### src/design/hdlc_desc_pkg.sv
// Shared descriptor layout and constants for the descriptor host controller
// What the document requires of host and device
// Host marks a frame descriptor ready once built; device clears and sets flags.
// Device never reads the complete or ready flags of any descriptor.
// Device writes an 8-bit receive status; bits 7..2 defined, 1..0 reserved.
// Host sets list end on last ready descriptor; checks ready before changing it.
// Without header writing, all received bytes go to buffers; limit ignored.
// With header writing, host sets two-bit header limit: 01,10,11,00 = 1,2,3,4.
// Frame fitting the header space: fits flag set, count stored, no buffers.
// Larger frame: fits flag cleared, remaining data written to buffers.
// Frame descriptor: flags, control, next, first buffer, two header words.
// Host places buffer descriptors on 8-byte boundaries.
// Host attaches transmit buffers at setup; receive uses queues or free list.
// Last-buffer flag marks final buffer; host sets it on last transmit one.
// Host builds buffer descriptor ready=1, in-use=0; device toggles them.
// Next buffer pointer 0xFFFF means no further buffer descriptor.
// Transmit count gives bytes sent and stays unchanged on release.
// Receive count gives space; device overwrites it with bytes received.
// Host gives every receive data buffer at least two bytes of space.
// Data buffers start on an even byte address; length may be odd.
// Buffer address is low word then high 4 bits; mode 4 swaps the words.
// With header writing, receive frame descriptors align to 16 bytes, else 8.
package hdlc_desc_pkg;

  localparam int          ADDR_W         = 20;
  // Byte offsets of the frame descriptor words
  localparam logic [3:0]  FD_FLAGS_OFF   = 4'h0;
  localparam logic [3:0]  FD_CTRL_OFF    = 4'h2;
  localparam logic [3:0]  FD_NEXT_OFF    = 4'h4;
  localparam logic [3:0]  FD_FIRST_OFF   = 4'h6;
  localparam logic [3:0]  FD_HDR0_OFF    = 4'h8;
  localparam logic [3:0]  FD_HDR1_OFF    = 4'hA;
  // Byte offsets of the buffer descriptor words
  localparam logic [3:0]  BD_CTRL_OFF    = 4'h0;
  localparam logic [3:0]  BD_NEXT_OFF    = 4'h2;
  localparam logic [3:0]  BD_ADDR_LO_OFF = 4'h4;
  localparam logic [3:0]  BD_ADDR_HI_OFF = 4'h6;
  // Flag word fields
  localparam int          COMPLETE_BIT   = 15;
  localparam int          READY_BIT      = 14;
  localparam int          FITS_BIT       = 10;
  localparam int          STORED_HEADER_COUNT_LSB       = 8;
  localparam int          GOOD_CRC_BIT   = 7;
  localparam int          BAD_CRC_BIT    = 6;
  localparam int          PARTIAL_BIT    = 5;
  localparam int          OVERRUN_BIT    = 4;
  localparam int          ABORT_BIT      = 3;
  localparam int          LONG_FRAME_BIT = 2;
  // Control word fields
  localparam int          LIST_END_BIT   = 15;
  localparam int          HDR_LIMIT_LSB  = 8;
  // Buffer descriptor word 0 fields
  localparam int          LAST_BUF_BIT   = 15;
  localparam int          IN_USE_BIT     = 13;
  localparam int          COUNT_W        = 13;
  localparam logic [12:0] MIN_RX_SPACE   = 13'h0002;
  localparam logic [15:0] NO_NEXT_BD     = 16'hFFFF;
  // Alignment, as low address bits that must be zero
  localparam int          BD_ALIGN       = 3;
  localparam int          FD_ALIGN_HDR   = 4;
  localparam int          FD_ALIGN_PLAIN = 3;
  localparam logic [15:0] WORD_RST       = 16'h0000;

  typedef enum logic [1:0] {
    OP_BUILD_FD = 2'b00,
    OP_BUILD_BD = 2'b01,
    OP_READ     = 2'b10,
    OP_SET_END  = 2'b11
  } op_t;

  typedef enum logic [1:0] {
    ST_IDLE  = 2'b00,
    ST_WRITE = 2'b01,
    ST_READ  = 2'b10,
    ST_PUSH  = 2'b11
  } state_t;

endpackage

### src/design/hdlc_frame_descriptor_engine.sv
// Host controller that builds and inspects descriptors in shared memory
`timescale 1ns/100ps
module hdlc_frame_descriptor_engine #(
  parameter int RSP_DEPTH = 2
) (
  input  wire logic        core_clk,
  input  wire logic        sys_rst,
  input  wire logic        cmdValid,
  output logic             cmdReady,
  input  wire logic [1:0]  cmdOp,
  input  wire logic [19:0] cmdAddr,
  input  wire logic [15:0] cmdNext,
  input  wire logic [15:0] cmdPtr,
  input  wire logic [3:0]  cmdBufHigh,
  input  wire logic [12:0] cmdCount,
  input  wire logic [1:0]  cmdHdrLimit,
  input  wire logic        cmdListEnd,
  input  wire logic        cmdLast,
  input  wire logic        cmdRx,
  input  wire logic        writeHeaderSelect,
  input  wire logic        strapMode4,
  output logic             rspValid,
  input  wire logic        rspReady,
  output logic      [15:0] rspData,
  output logic             rspErr,
  output logic      [19:0] memAddr,
  output logic      [15:0] memWrData,
  output logic             memWr,
  output logic             memRd,
  input  wire logic [15:0] memRdData,
  input  wire logic        memAck
);
  import_free_check: assert final (1'b1);

  hdlc_desc_pkg::state_t state_r, state_nxt;
  hdlc_desc_pkg::op_t    op_r, op_nxt;
  logic [19:0] base_r, base_nxt;
  logic [2:0]  idx_r, idx_nxt, last_r, last_nxt;
  logic [15:0] words_r [6];
  logic [15:0] words_nxt [6];
  logic [3:0]  offs_r [6];
  logic [3:0]  offs_nxt [6];
  logic [15:0] rdWord_r, rdWord_nxt;
  logic        err_r, err_nxt;
  logic [19:0] memAddr_r, memAddr_nxt;
  logic [15:0] memData_r, memData_nxt;
  logic        bufInReady;
  logic        pushValid;

  // Low address bits that must be zero for the given alignment
  function automatic logic aligned(input logic [19:0] a, input int n);
    logic [19:0] mask;
    mask = 20'((64'h1 << n) - 64'h1);
    return (a & mask) == 20'h00000;
  endfunction

  function automatic logic [15:0] ctrlWord(input logic end_flag,
                                           input logic [1:0] lim,
                                           input logic hdr_on);
    logic [15:0] w;
    w = hdlc_desc_pkg::WORD_RST;
    w[hdlc_desc_pkg::LIST_END_BIT] = end_flag;
    // Limit is only meaningful with header writing on
    if (hdr_on)
      w[hdlc_desc_pkg::HDR_LIMIT_LSB +: 2] = lim;
    return w;
  endfunction

  always_comb
  begin
    state_nxt  = state_r;
    op_nxt     = op_r;
    base_nxt   = base_r;
    idx_nxt    = idx_r;
    last_nxt   = last_r;
    words_nxt  = words_r;
    offs_nxt   = offs_r;
    rdWord_nxt = rdWord_r;
    err_nxt    = err_r;
    unique case (state_r)
      hdlc_desc_pkg::ST_IDLE:
        if (cmdValid)
        begin
          op_nxt     = hdlc_desc_pkg::op_t'(cmdOp);
          base_nxt   = cmdAddr;
          idx_nxt    = 3'h0;
          rdWord_nxt = hdlc_desc_pkg::WORD_RST;
          err_nxt    = 1'b0;
          unique case (hdlc_desc_pkg::op_t'(cmdOp))
            hdlc_desc_pkg::OP_BUILD_FD:
            begin
              err_nxt = !aligned(cmdAddr, writeHeaderSelect ?
                                 hdlc_desc_pkg::FD_ALIGN_HDR :
                                 hdlc_desc_pkg::FD_ALIGN_PLAIN);
              offs_nxt[0]  = hdlc_desc_pkg::FD_CTRL_OFF;
              words_nxt[0] = ctrlWord(cmdListEnd, cmdHdrLimit,
                                      writeHeaderSelect);
              offs_nxt[1]  = hdlc_desc_pkg::FD_NEXT_OFF;
              words_nxt[1] = cmdNext;
              offs_nxt[2]  = hdlc_desc_pkg::FD_FIRST_OFF;
              words_nxt[2] = cmdPtr;
              offs_nxt[3]  = hdlc_desc_pkg::FD_HDR0_OFF;
              words_nxt[3] = hdlc_desc_pkg::WORD_RST;
              offs_nxt[4]  = hdlc_desc_pkg::FD_HDR1_OFF;
              words_nxt[4] = hdlc_desc_pkg::WORD_RST;
              // Ready goes out last so the device never sees half a build
              last_nxt = writeHeaderSelect ? 3'h5 : 3'h3;
              offs_nxt[last_nxt]  = hdlc_desc_pkg::FD_FLAGS_OFF;
              words_nxt[last_nxt] = hdlc_desc_pkg::WORD_RST;
              words_nxt[last_nxt][hdlc_desc_pkg::READY_BIT] = 1'b1;
            end
            hdlc_desc_pkg::OP_BUILD_BD:
            begin
              err_nxt = !aligned(cmdAddr, hdlc_desc_pkg::BD_ALIGN)
                        || cmdPtr[0]
                        || (cmdRx && cmdCount <
                            hdlc_desc_pkg::MIN_RX_SPACE);
              offs_nxt[0]  = hdlc_desc_pkg::BD_NEXT_OFF;
              words_nxt[0] = cmdNext;
              // Mode 4 swaps the address words for one 32-bit fetch
              offs_nxt[1]  = strapMode4 ? hdlc_desc_pkg::BD_ADDR_HI_OFF
                                        : hdlc_desc_pkg::BD_ADDR_LO_OFF;
              words_nxt[1] = cmdPtr;
              offs_nxt[2]  = strapMode4 ? hdlc_desc_pkg::BD_ADDR_LO_OFF
                                        : hdlc_desc_pkg::BD_ADDR_HI_OFF;
              words_nxt[2] = {12'h000, cmdBufHigh};
              offs_nxt[3]  = hdlc_desc_pkg::BD_CTRL_OFF;
              words_nxt[3] = {3'b000, cmdCount};
              words_nxt[3][hdlc_desc_pkg::LAST_BUF_BIT] =
                cmdLast && !cmdRx;
              words_nxt[3][hdlc_desc_pkg::READY_BIT]  = 1'b1;
              words_nxt[3][hdlc_desc_pkg::IN_USE_BIT] = 1'b0;
              last_nxt = 3'h3;
            end
            hdlc_desc_pkg::OP_READ:
            begin
              err_nxt     = cmdAddr[0];
              offs_nxt[0] = hdlc_desc_pkg::FD_FLAGS_OFF;
              last_nxt    = 3'h0;
            end
            hdlc_desc_pkg::OP_SET_END:
            begin
              err_nxt = !aligned(cmdAddr, hdlc_desc_pkg::FD_ALIGN_PLAIN);
              // Flags first; the control write needs ready still set
              offs_nxt[0]  = hdlc_desc_pkg::FD_FLAGS_OFF;
              offs_nxt[1]  = hdlc_desc_pkg::FD_CTRL_OFF;
              words_nxt[1] = ctrlWord(cmdListEnd, cmdHdrLimit,
                                      writeHeaderSelect);
              last_nxt = 3'h1;
            end
          endcase
          if (err_nxt)
            state_nxt = hdlc_desc_pkg::ST_PUSH;
          else if (cmdOp[1])
            state_nxt = hdlc_desc_pkg::ST_READ;
          else
            state_nxt = hdlc_desc_pkg::ST_WRITE;
        end
      hdlc_desc_pkg::ST_WRITE:
        if (memAck)
        begin
          if (idx_r == last_r)
            state_nxt = hdlc_desc_pkg::ST_PUSH;
          else
            idx_nxt = idx_r + 3'h1;
        end
      hdlc_desc_pkg::ST_READ:
        if (memAck)
        begin
          rdWord_nxt = memRdData;
          if (op_r == hdlc_desc_pkg::OP_SET_END)
          begin
            // Ready still set: go on to the control write; ready cleared means the device took it, so refuse
            if (memRdData[hdlc_desc_pkg::READY_BIT])
            begin
              idx_nxt   = 3'h1;
              state_nxt = hdlc_desc_pkg::ST_WRITE;
            end
            else
            begin
              err_nxt   = 1'b1;
              state_nxt = hdlc_desc_pkg::ST_PUSH;
            end
          end
          else
            state_nxt = hdlc_desc_pkg::ST_PUSH;
        end
      hdlc_desc_pkg::ST_PUSH:
        if (bufInReady)
          state_nxt = hdlc_desc_pkg::ST_IDLE;
    endcase
    memAddr_nxt = base_nxt + {16'h0000, offs_nxt[idx_nxt]};
    memData_nxt = words_nxt[idx_nxt];
  end

  always_ff @(posedge core_clk)
  begin
    if (sys_rst)
    begin
      state_r   <= hdlc_desc_pkg::ST_IDLE;
      op_r      <= hdlc_desc_pkg::OP_BUILD_FD;
      base_r    <= 20'h00000;
      idx_r     <= 3'h0;
      last_r    <= 3'h0;
      rdWord_r  <= hdlc_desc_pkg::WORD_RST;
      err_r     <= 1'b0;
      memAddr_r <= 20'h00000;
      memData_r <= hdlc_desc_pkg::WORD_RST;
      for (int i = 0; i < 6; i++)
      begin
        words_r[i] <= hdlc_desc_pkg::WORD_RST;
        offs_r[i]  <= 4'h0;
      end
    end
    else
    begin
      state_r   <= state_nxt;
      op_r      <= op_nxt;
      base_r    <= base_nxt;
      idx_r     <= idx_nxt;
      last_r    <= last_nxt;
      rdWord_r  <= rdWord_nxt;
      err_r     <= err_nxt;
      memAddr_r <= memAddr_nxt;
      memData_r <= memData_nxt;
      words_r   <= words_nxt;
      offs_r    <= offs_nxt;
    end
  end

  assign cmdReady  = (state_r == hdlc_desc_pkg::ST_IDLE);
  assign memWr     = (state_r == hdlc_desc_pkg::ST_WRITE);
  assign memRd     = (state_r == hdlc_desc_pkg::ST_READ);
  assign memAddr   = memAddr_r;
  assign memWrData = memData_r;
  assign pushValid = (state_r == hdlc_desc_pkg::ST_PUSH);

  // Answer path; a stalled user holds the engine in the push state once RSP_DEPTH answers fill the buffer
  rsp_buffer #(
    .WIDTH (17),
    .DEPTH (RSP_DEPTH)
  ) u_rsp (
    .core_clk (core_clk),
    .sys_rst  (sys_rst),
    .inValid  (pushValid),
    .inReady  (bufInReady),
    .inData   ({err_r, rdWord_r}),
    .outValid (rspValid),
    .outReady (rspReady),
    .outData  ({rspErr, rspData})
  );

  logic fdFlagsWr;
  logic bdCtrlWr;
  assign fdFlagsWr = memWr && op_r == hdlc_desc_pkg::OP_BUILD_FD
                     && idx_r == last_r;
  assign bdCtrlWr  = memWr && op_r == hdlc_desc_pkg::OP_BUILD_BD
                     && idx_r == 3'h3;
endmodule

### src/design/rsp_buffer.sv
// Small FIFO holding answers until the user takes them
`timescale 1ns/100ps
module rsp_buffer #(
  parameter int WIDTH = 17,
  parameter int DEPTH = 2
) (
  input  wire logic             core_clk,
  input  wire logic             sys_rst,
  input  wire logic             inValid,
  output logic                  inReady,
  input  wire logic [WIDTH-1:0] inData,
  output logic                  outValid,
  input  wire logic             outReady,
  output logic      [WIDTH-1:0] outData
);
  localparam int PTR_W = $clog2(DEPTH);

  // Pointer wrap relies on a power-of-two depth
  if (DEPTH < 2 || (DEPTH & (DEPTH - 1)) != 0)
  begin : g_depthCheck
    $error("DEPTH must be a power of two of at least 2");
  end

  logic [WIDTH-1:0] mem_r [DEPTH];
  logic [WIDTH-1:0] mem_nxt [DEPTH];
  logic [PTR_W-1:0] wrPtr_r, wrPtr_nxt, rdPtr_r, rdPtr_nxt;
  logic [PTR_W:0]   level_r, level_nxt;
  logic             push, pop;

  assign inReady  = (level_r != (PTR_W + 1)'(DEPTH));
  assign outValid = (level_r != '0);
  assign outData  = mem_r[rdPtr_r];
  assign push     = inValid && inReady;
  assign pop      = outValid && outReady;

  always_comb
  begin
    mem_nxt   = mem_r;
    wrPtr_nxt = wrPtr_r + PTR_W'(push);
    rdPtr_nxt = rdPtr_r + PTR_W'(pop);
    level_nxt = level_r + (PTR_W + 1)'(push) - (PTR_W + 1)'(pop);
    if (push)
      mem_nxt[wrPtr_r] = inData;
  end

  always_ff @(posedge core_clk)
  begin
    if (sys_rst)
    begin
      wrPtr_r <= '0;
      rdPtr_r <= '0;
      level_r <= '0;
      for (int i = 0; i < DEPTH; i++)
        mem_r[i] <= '0;
    end
    else
    begin
      wrPtr_r <= wrPtr_nxt;
      rdPtr_r <= rdPtr_nxt;
      level_r <= level_nxt;
      mem_r   <= mem_nxt;
    end
  end
endmodule

### config.mk
export PLATFORM = sky130hd
export DESIGN_NAME = hdlc_frame_descriptor_engine
export DESIGN_NICKNAME = d
export VERILOG_FILES = /design/src/design/hdlc_desc_pkg.sv /design/src/design/hdlc_frame_descriptor_engine.sv /design/src/design/rsp_buffer.sv
export SDC_FILE = /design/constraint.sdc
export NUM_CORES = 1
export LEC_CHECK = 0
export CORE_MARGIN = 5
export CORE_UTILIZATION = 55
export CTS_CLUSTER_DIAMETER = 100
export DETAILED_ROUTE_END_ITERATION = 8
export DONT_BUFFER_PORTS = 1
export GPL_TIMING_DRIVEN = 0
export PLACE_DENSITY = 0.7
export SLEW_MARGIN = 20
export SYNTH_ARGS = -nofsm -noshare
export SYNTH_HDL_FRONTEND = slang
export SYNTH_SLANG_ARGS = --single-unit
### constraint.sdc
create_clock -name core_clk -period 4.18 [get_ports core_clk]
set_input_delay 0 -clock core_clk [delete_from_list [all_inputs] [get_ports core_clk]]
set_output_delay 0 -clock core_clk [all_outputs]
set_load 0.03 [all_outputs]
# ---- Word level (Yosys, flattened, before mapping)
# Index checks and enable logic that the tools add are counted.
dict set report op_classes {
  n_bitwise 10
  magnitude_cmp 7
  n_eq_ne 16
  n_shift 1
  add_sub_neg 7
  muxes 69
  n_reduce_logical 22
}
# op n
set ops {}
lappend ops {{96-bit 2-to-1 mux} 2}
lappend ops {{96-bit bitwise AND} 1}
lappend ops {{16-bit demux with 3-bit select} 2}
lappend ops {{96-bit NOT} 1}
lappend ops {{96-bit OR} 1}
lappend ops {{16-bit 2-to-1 mux} 5}
lappend ops {{17-bit 2-to-1 mux} 4}
lappend ops {{16-bit case mux with 2 select lines} 2}
lappend ops {{32-bit case mux with 2 select lines} 1}
lappend ops {{16-bit binary-select mux with 3-bit select} 1}
lappend ops {{24-bit 2-to-1 mux} 2}
lappend ops {{16-bit case mux with 3 select lines} 1}
lappend ops {{20-bit logical NOT} 2}
lappend ops {{20-bit 2-to-1 mux} 2}
lappend ops {{34-bit bitwise mux} 1}
lappend ops {{32-bit 2-to-1 mux} 1}
lappend ops {{2-bit 2-to-1 mux} 15}
lappend ops {{22-bit by 24-bit bitwise AND with 24-bit output} 1}
lappend ops {{3-bit 2-to-1 mux} 8}
lappend ops {{24-bit NOT} 1}
lappend ops {{4-bit case mux with 3 select lines} 2}
lappend ops {{20-bit by 4-bit adder with 20-bit output} 1}
lappend ops {{20-bit bitwise AND} 1}
lappend ops {{1-bit by 3-bit << shifter with 20-bit output, first input constant} 1}
lappend ops {{39 further kinds} 73}
dict set report totals {
  in_bits 99
  output_inout_bits 57
  register_bits 241
}

# ---- Longest topological paths before layout
dict set report depth {
  word_depth 15
  ltp_mapped 21
}

# ---- Cells and area by module
# Synthesis repeated with hierarchy kept, for this count alone.
dict set report unflattened {
  cells_unflattened 1172
  hier_area_um2 10626.4
}
# mod area_each_um2 cells_each instances seq_area_each_um2
set by_module_without_submodules {}
lappend by_module_without_submodules {hdlc_frame_descriptor_engine 8964.8 1021 1 4063.9}
lappend by_module_without_submodules {rsp_buffer 1661.6 151 1 760.7}

# ---- Worst setup path before layout
# Ideal clock, no wire load.
dict set report synth_path {
  kind {flip-flop to flip-flop}
  start {register state_r[0]}
  end {register memAddr_r[19], in the netlist memAddr[19]}
  arrival_ns 3.901
  setup_ns 0.078
  n_path_buf 2
  stages_incl_launch_ff 17
  t_required_ns 4.102
  path_slack_ns 0.201
  path_cell_list {dfxtp_1 inv_1 ha_1 buf_2 o21ba_1 a2111o_1 a32oi_4 buf_4 mux2i_1 a221o_1 ha_1 a21o_1 a21oi_1 o21bai_1 nand4b_2 o31a_1 nor3_1}
}
dict set report synth_between {
  elab_chain_len 7
}
# element line
set synth_lines {}
lappend synth_lines {{start, declared} hdlc_frame_descriptor_engine.sv:35} ;# hdlc_desc_pkg::state_t state_r, state_nxt;
lappend synth_lines {{start signal, assigned} hdlc_frame_descriptor_engine.sv:200} ;# state_r <= hdlc_desc_pkg::ST_IDLE;
lappend synth_lines {{start signal, assigned} hdlc_frame_descriptor_engine.sv:217} ;# state_r <= state_nxt;
lappend synth_lines {{2-bit == test} -}
lappend synth_lines {{via memRd} hdlc_frame_descriptor_engine.sv:29} ;# output logic memRd,
lappend synth_lines {{3-bit case mux with 3 select lines} hdlc_frame_descriptor_engine.sv:80} ;# unique case (state_r)
lappend synth_lines {{3-bit NOT with 4-bit output (implied by the code)} hdlc_frame_descriptor_engine.sv:192} ;# memAddr_nxt = base_nxt + {16'h0000, offs_nxt[idx_nxt]};
lappend synth_lines {{4-bit binary-select mux with 3-bit select} hdlc_frame_descriptor_engine.sv:192}
lappend synth_lines {{4-bit 2-to-1 mux (implied by the code) (2 in series)} hdlc_frame_descriptor_engine.sv:192}
lappend synth_lines {{20-bit by 4-bit adder with 20-bit output} hdlc_frame_descriptor_engine.sv:192}
lappend synth_lines {{end signal, assigned} hdlc_frame_descriptor_engine.sv:224} ;# memAddr_r <= memAddr_nxt;
lappend synth_lines {{end, declared} hdlc_frame_descriptor_engine.sv:45} ;# logic [19:0] memAddr_r, memAddr_nxt;
# The timed path passes the listed nets, and every way through them passes these cells. The select of a mux whose other input is x is not followed.
# A chain may end at the register's enable or synchronous reset.

# ---- Worst setup path after layout
dict set report layout_path {
  start {register state_r[0]}
  end {register memAddr_r[14], in the netlist memAddr[14]}
}
# The elaborated chain is that of the path after synthesis.

==> impl_results.md <==
- Vias per inst: 6.02
- Final TNS setup: 0 ns
- Synth-to-Final Area Change: 25.6%
- CTS tree: built
- H-tree depth: 1
- CTS clk-pin slew, worst paths: 0.06 ns
- Area post-placement: 10900 um^2
- Setup Viol. Count Final: 0
- Post-synthesis sequential area ratio: 45.6%
- Synthesized area: 10600 um^2
- Critical path class: register to register
- Max_cap viols: 0
- Die ar.: 22100 um^2
- VDD IR-drop max: 0.371 mV
- CP Max Fanout: 10
- Post-Synthesis Cells: 1189
- Netlist cell types: 67
- Dominant cells by area after synthesis: dfxtp_1, mux2i_1, nor2_1, a21oi_1, and3_1
- Most frequent cells in the layout: dfxtp_1, nor2_1, dlygate4sd3_1
- Worst skew pair latency: 0.54 ns
- Largest net degree at the start of global routing: 14
- Clk_skew: 0.0228 ns
- Actual transition at the worst max-transition pin: 0.967 ns
- Leak Pwr: 5.39 nW
- Fin crit share: 96.0%
- Worst slew margin: 35.0%
- Crit path DAT: 4.48 ns
- Clock sinks: 241
- Die Width: 149 um
- Most common cell after layout, fill and taps aside: dfxtp_1
- Design Power: 7.38 mW
- Final HPWL from detailed placement: 23100 um
- Syn nets: 1302
- Max Root-Sink Buffers: 3
- Total clock buffers created by CTS: 26
- Synth warnings: 0
- GP Congestion: 0.952
- Post-route ant nets: 0
- Root buf cell: clkbuf_16
- Vias in the first global route: 9666
- Initial Utilization: 56.1%
- Fmax: 249 MHz
- Final wirelength: 34400 um
- RSZ-0062 raised after global routing: no
- Yosys top cell area share: 45.6%
- Final global-route overflow total: 0
- CP endpoint kind: register
- Overall Global Routing Usage: 30.3%
- Post-route cell area: 13300 um^2
- Fin nets: 1457
- Worst EP required: 4.64 ns
- Seq cells post-synth: 241
- Tmin final: 4.01 ns
- Hold Crit Class: primary input to register
- PortBufs: 0
- Via count: 9769
- Final hold vios: 0
- Status: finished, final reports clean
- Fraction of layout instances using a drive strength above 1: 10.7%
- # fillers: 1444
- Core footprint: 18800 um^2
- FFs w/ async S/R, synth: 0%
- First drt pass iteration count: 6
- DRT iter0 DRCs: 857
- IO Count: 156
- Routed WL per cell: 21.2 um
- Post-Place Cells: 1449
- # rows: 50
- Mean post-synth cell area: 8.89 um^2
- Die Y: 149 um
- Max Slew Vio Count: 0
- Ys flop type: dfxtp_1
- Antenna violations before repair: 1
- EDFF count, synth: 0
- CP startpoint kind: register
- Pwr dens: 556 nW/um^2
- First-pass GRT wire length: 53400 um
- DRC Markers: 0
- Post-route insts no fill: 1624
- Synth area leader: dfxtp_1
==> area by class of cell <==
| type | instances | area (um^2) | share of cell area [%] |
|---|---|---|---|
| buffer | 90 | 433 | 3.26 |
| clock inverter | 10 | 158 | 1.19 |
| timing repair buffer | 130 | 1260 | 9.49 |
| clock buffer | 37 | 763 | 5.75 |
| tap | 260 | 325 | 2.45 |
| antenna | 1 | 2.50 | 0.0188 |
| sequential | 241 | 4830 | 36.4 |
| inverter | 15 | 56.3 | 0.424 |
| multi-input combinational | 840 | 5450 | 41.1 |
==> sequential cells by signal, summed over array words and instances, names as in the netlist <==
| name | count |
|---|---|
| idx_r | 3 |
| op_r | 2 |
| words_r | 96 |
| memAddr | 20 |
| u_rsp.wrPtr_r | 1 |
| u_rsp.level_r | 2 |
| offs_r | 24 |
| err_r | 1 |
| u_rsp.rdPtr_r | 1 |
| state_r | 2 |
| u_rsp.mem_r | 34 |
| last_r | 3 |
| rdWord_r | 16 |
| base_r | 20 |
| memWrData | 16 |
==> per-layer routing <==
metal / wire length [um] / global-route usage [%]
met1: 13800 / 39.0
met2: 16000 / 49.9
met3: 2870 / 5.94
met4: 1640 / 12.3
met5: 0 / 0
==> Yosys cell counts, types with 8 or more instances <==
| cell | instances |
|---|---|
| a21oi_1 | 102 |
| clkbuf_1 | 68 |
| o211ai_1 | 19 |
| xor2_1 | 11 |
| a22oi_1 | 16 |
| nand2_1 | 90 |
| a32oi_1 | 8 |
| ha_1 | 13 |
| nor2_1 | 171 |
| o21ai_0 | 10 |
| nand4b_1 | 18 |
| nand4_1 | 18 |
| nand3_1 | 35 |
| nand3b_1 | 10 |
| and3_1 | 56 |
| dfxtp_1 | 241 |
| a221oi_1 | 18 |
| buf_2 | 12 |
| a211o_1 | 10 |
| nor3_1 | 15 |
| inv_1 | 15 |
| nor2b_1 | 13 |
| mux2_2 | 20 |
| xnor2_1 | 13 |
| and2_1 | 24 |
| mux2i_1 | 74 |
==> path summary, 6_finish.rpt <==
check / from / to / slack, ns / cells past startpoint
worst max-delay path: state_r[0]$_SDFFE_PP0P_ / memAddr[14]$_SDFF_PP0_ / 0.17 / 17
worst min-delay path: cmdAddr[4] / memAddr[6]$_SDFF_PP0_ / 0.004 / 5
worst max register to register: state_r[0]$_SDFFE_PP0P_ / memAddr[14]$_SDFF_PP0_ / 0.17 / 17
worst min register to register: words_r[22]$_SDFF_PP0_ / words_r[22]$_SDFF_PP0_ / 0.46 / 1
==> logic make-up after synthesis <==
group | Yosys count | synth area share (%)
compound gates | 233 | 15.0
xor+xnor | 24 | 1.99
fa+ha+maj | 14 | 1.73
buf+inv | 108 | 4.26
flops | 241 | 45.6
mux | 94 | 9.14
simple gates | 475 | 22.2
==> power breakdown <==
group	internal, mW	leakage, nW	switching (mW)
Clock	1.52	0.456	0.938
Combinational	0.826	2.98	1.36
Sequential	2.51	1.96	0.229
Total	4.85	5.39	2.53
==> metrics by stage <==
stage                     hold slack (ns)  setup slack, ns  utilization (%)
after global routing               0.0577         0.000375             70.5
final                             0.00366            0.166             70.5
after detailed placement            0.147           -0.646             57.9
after floorplan                     0.136            0.201                -
after global placement              0.143           -0.607             57.9
after CTS                        0.000137          0.00305             69.9
==> timing repair <==
item	CTS	global route
endpoints found under the hold margin	138	0
resized for setup	40	30
cloned	0	1
buffers inserted	9	7
pin swaps	6	10
hold buffers	113	0
setup endpoints to repair	16	14
==> critical path, stage by stage, from the launching register on <==
cell	delay, ns
dfxtp_4	0.38
inv_2	0.07
ha_4	0.21
buf_2	0.19
o21ba_1	0.18
a2111o_1	0.37
a32oi_4	0.24
buf_6	0.18
o21ai_1	0.12
o211ai_1	0.26
ha_2	0.22
inv_1	0.05
fa_2	0.35
nor2b_2	0.15
o21a_2	0.19
o2111ai_4	0.19
or3_4	0.44
a21oi_2	0.15
Power figures use the tool's default switching activity.
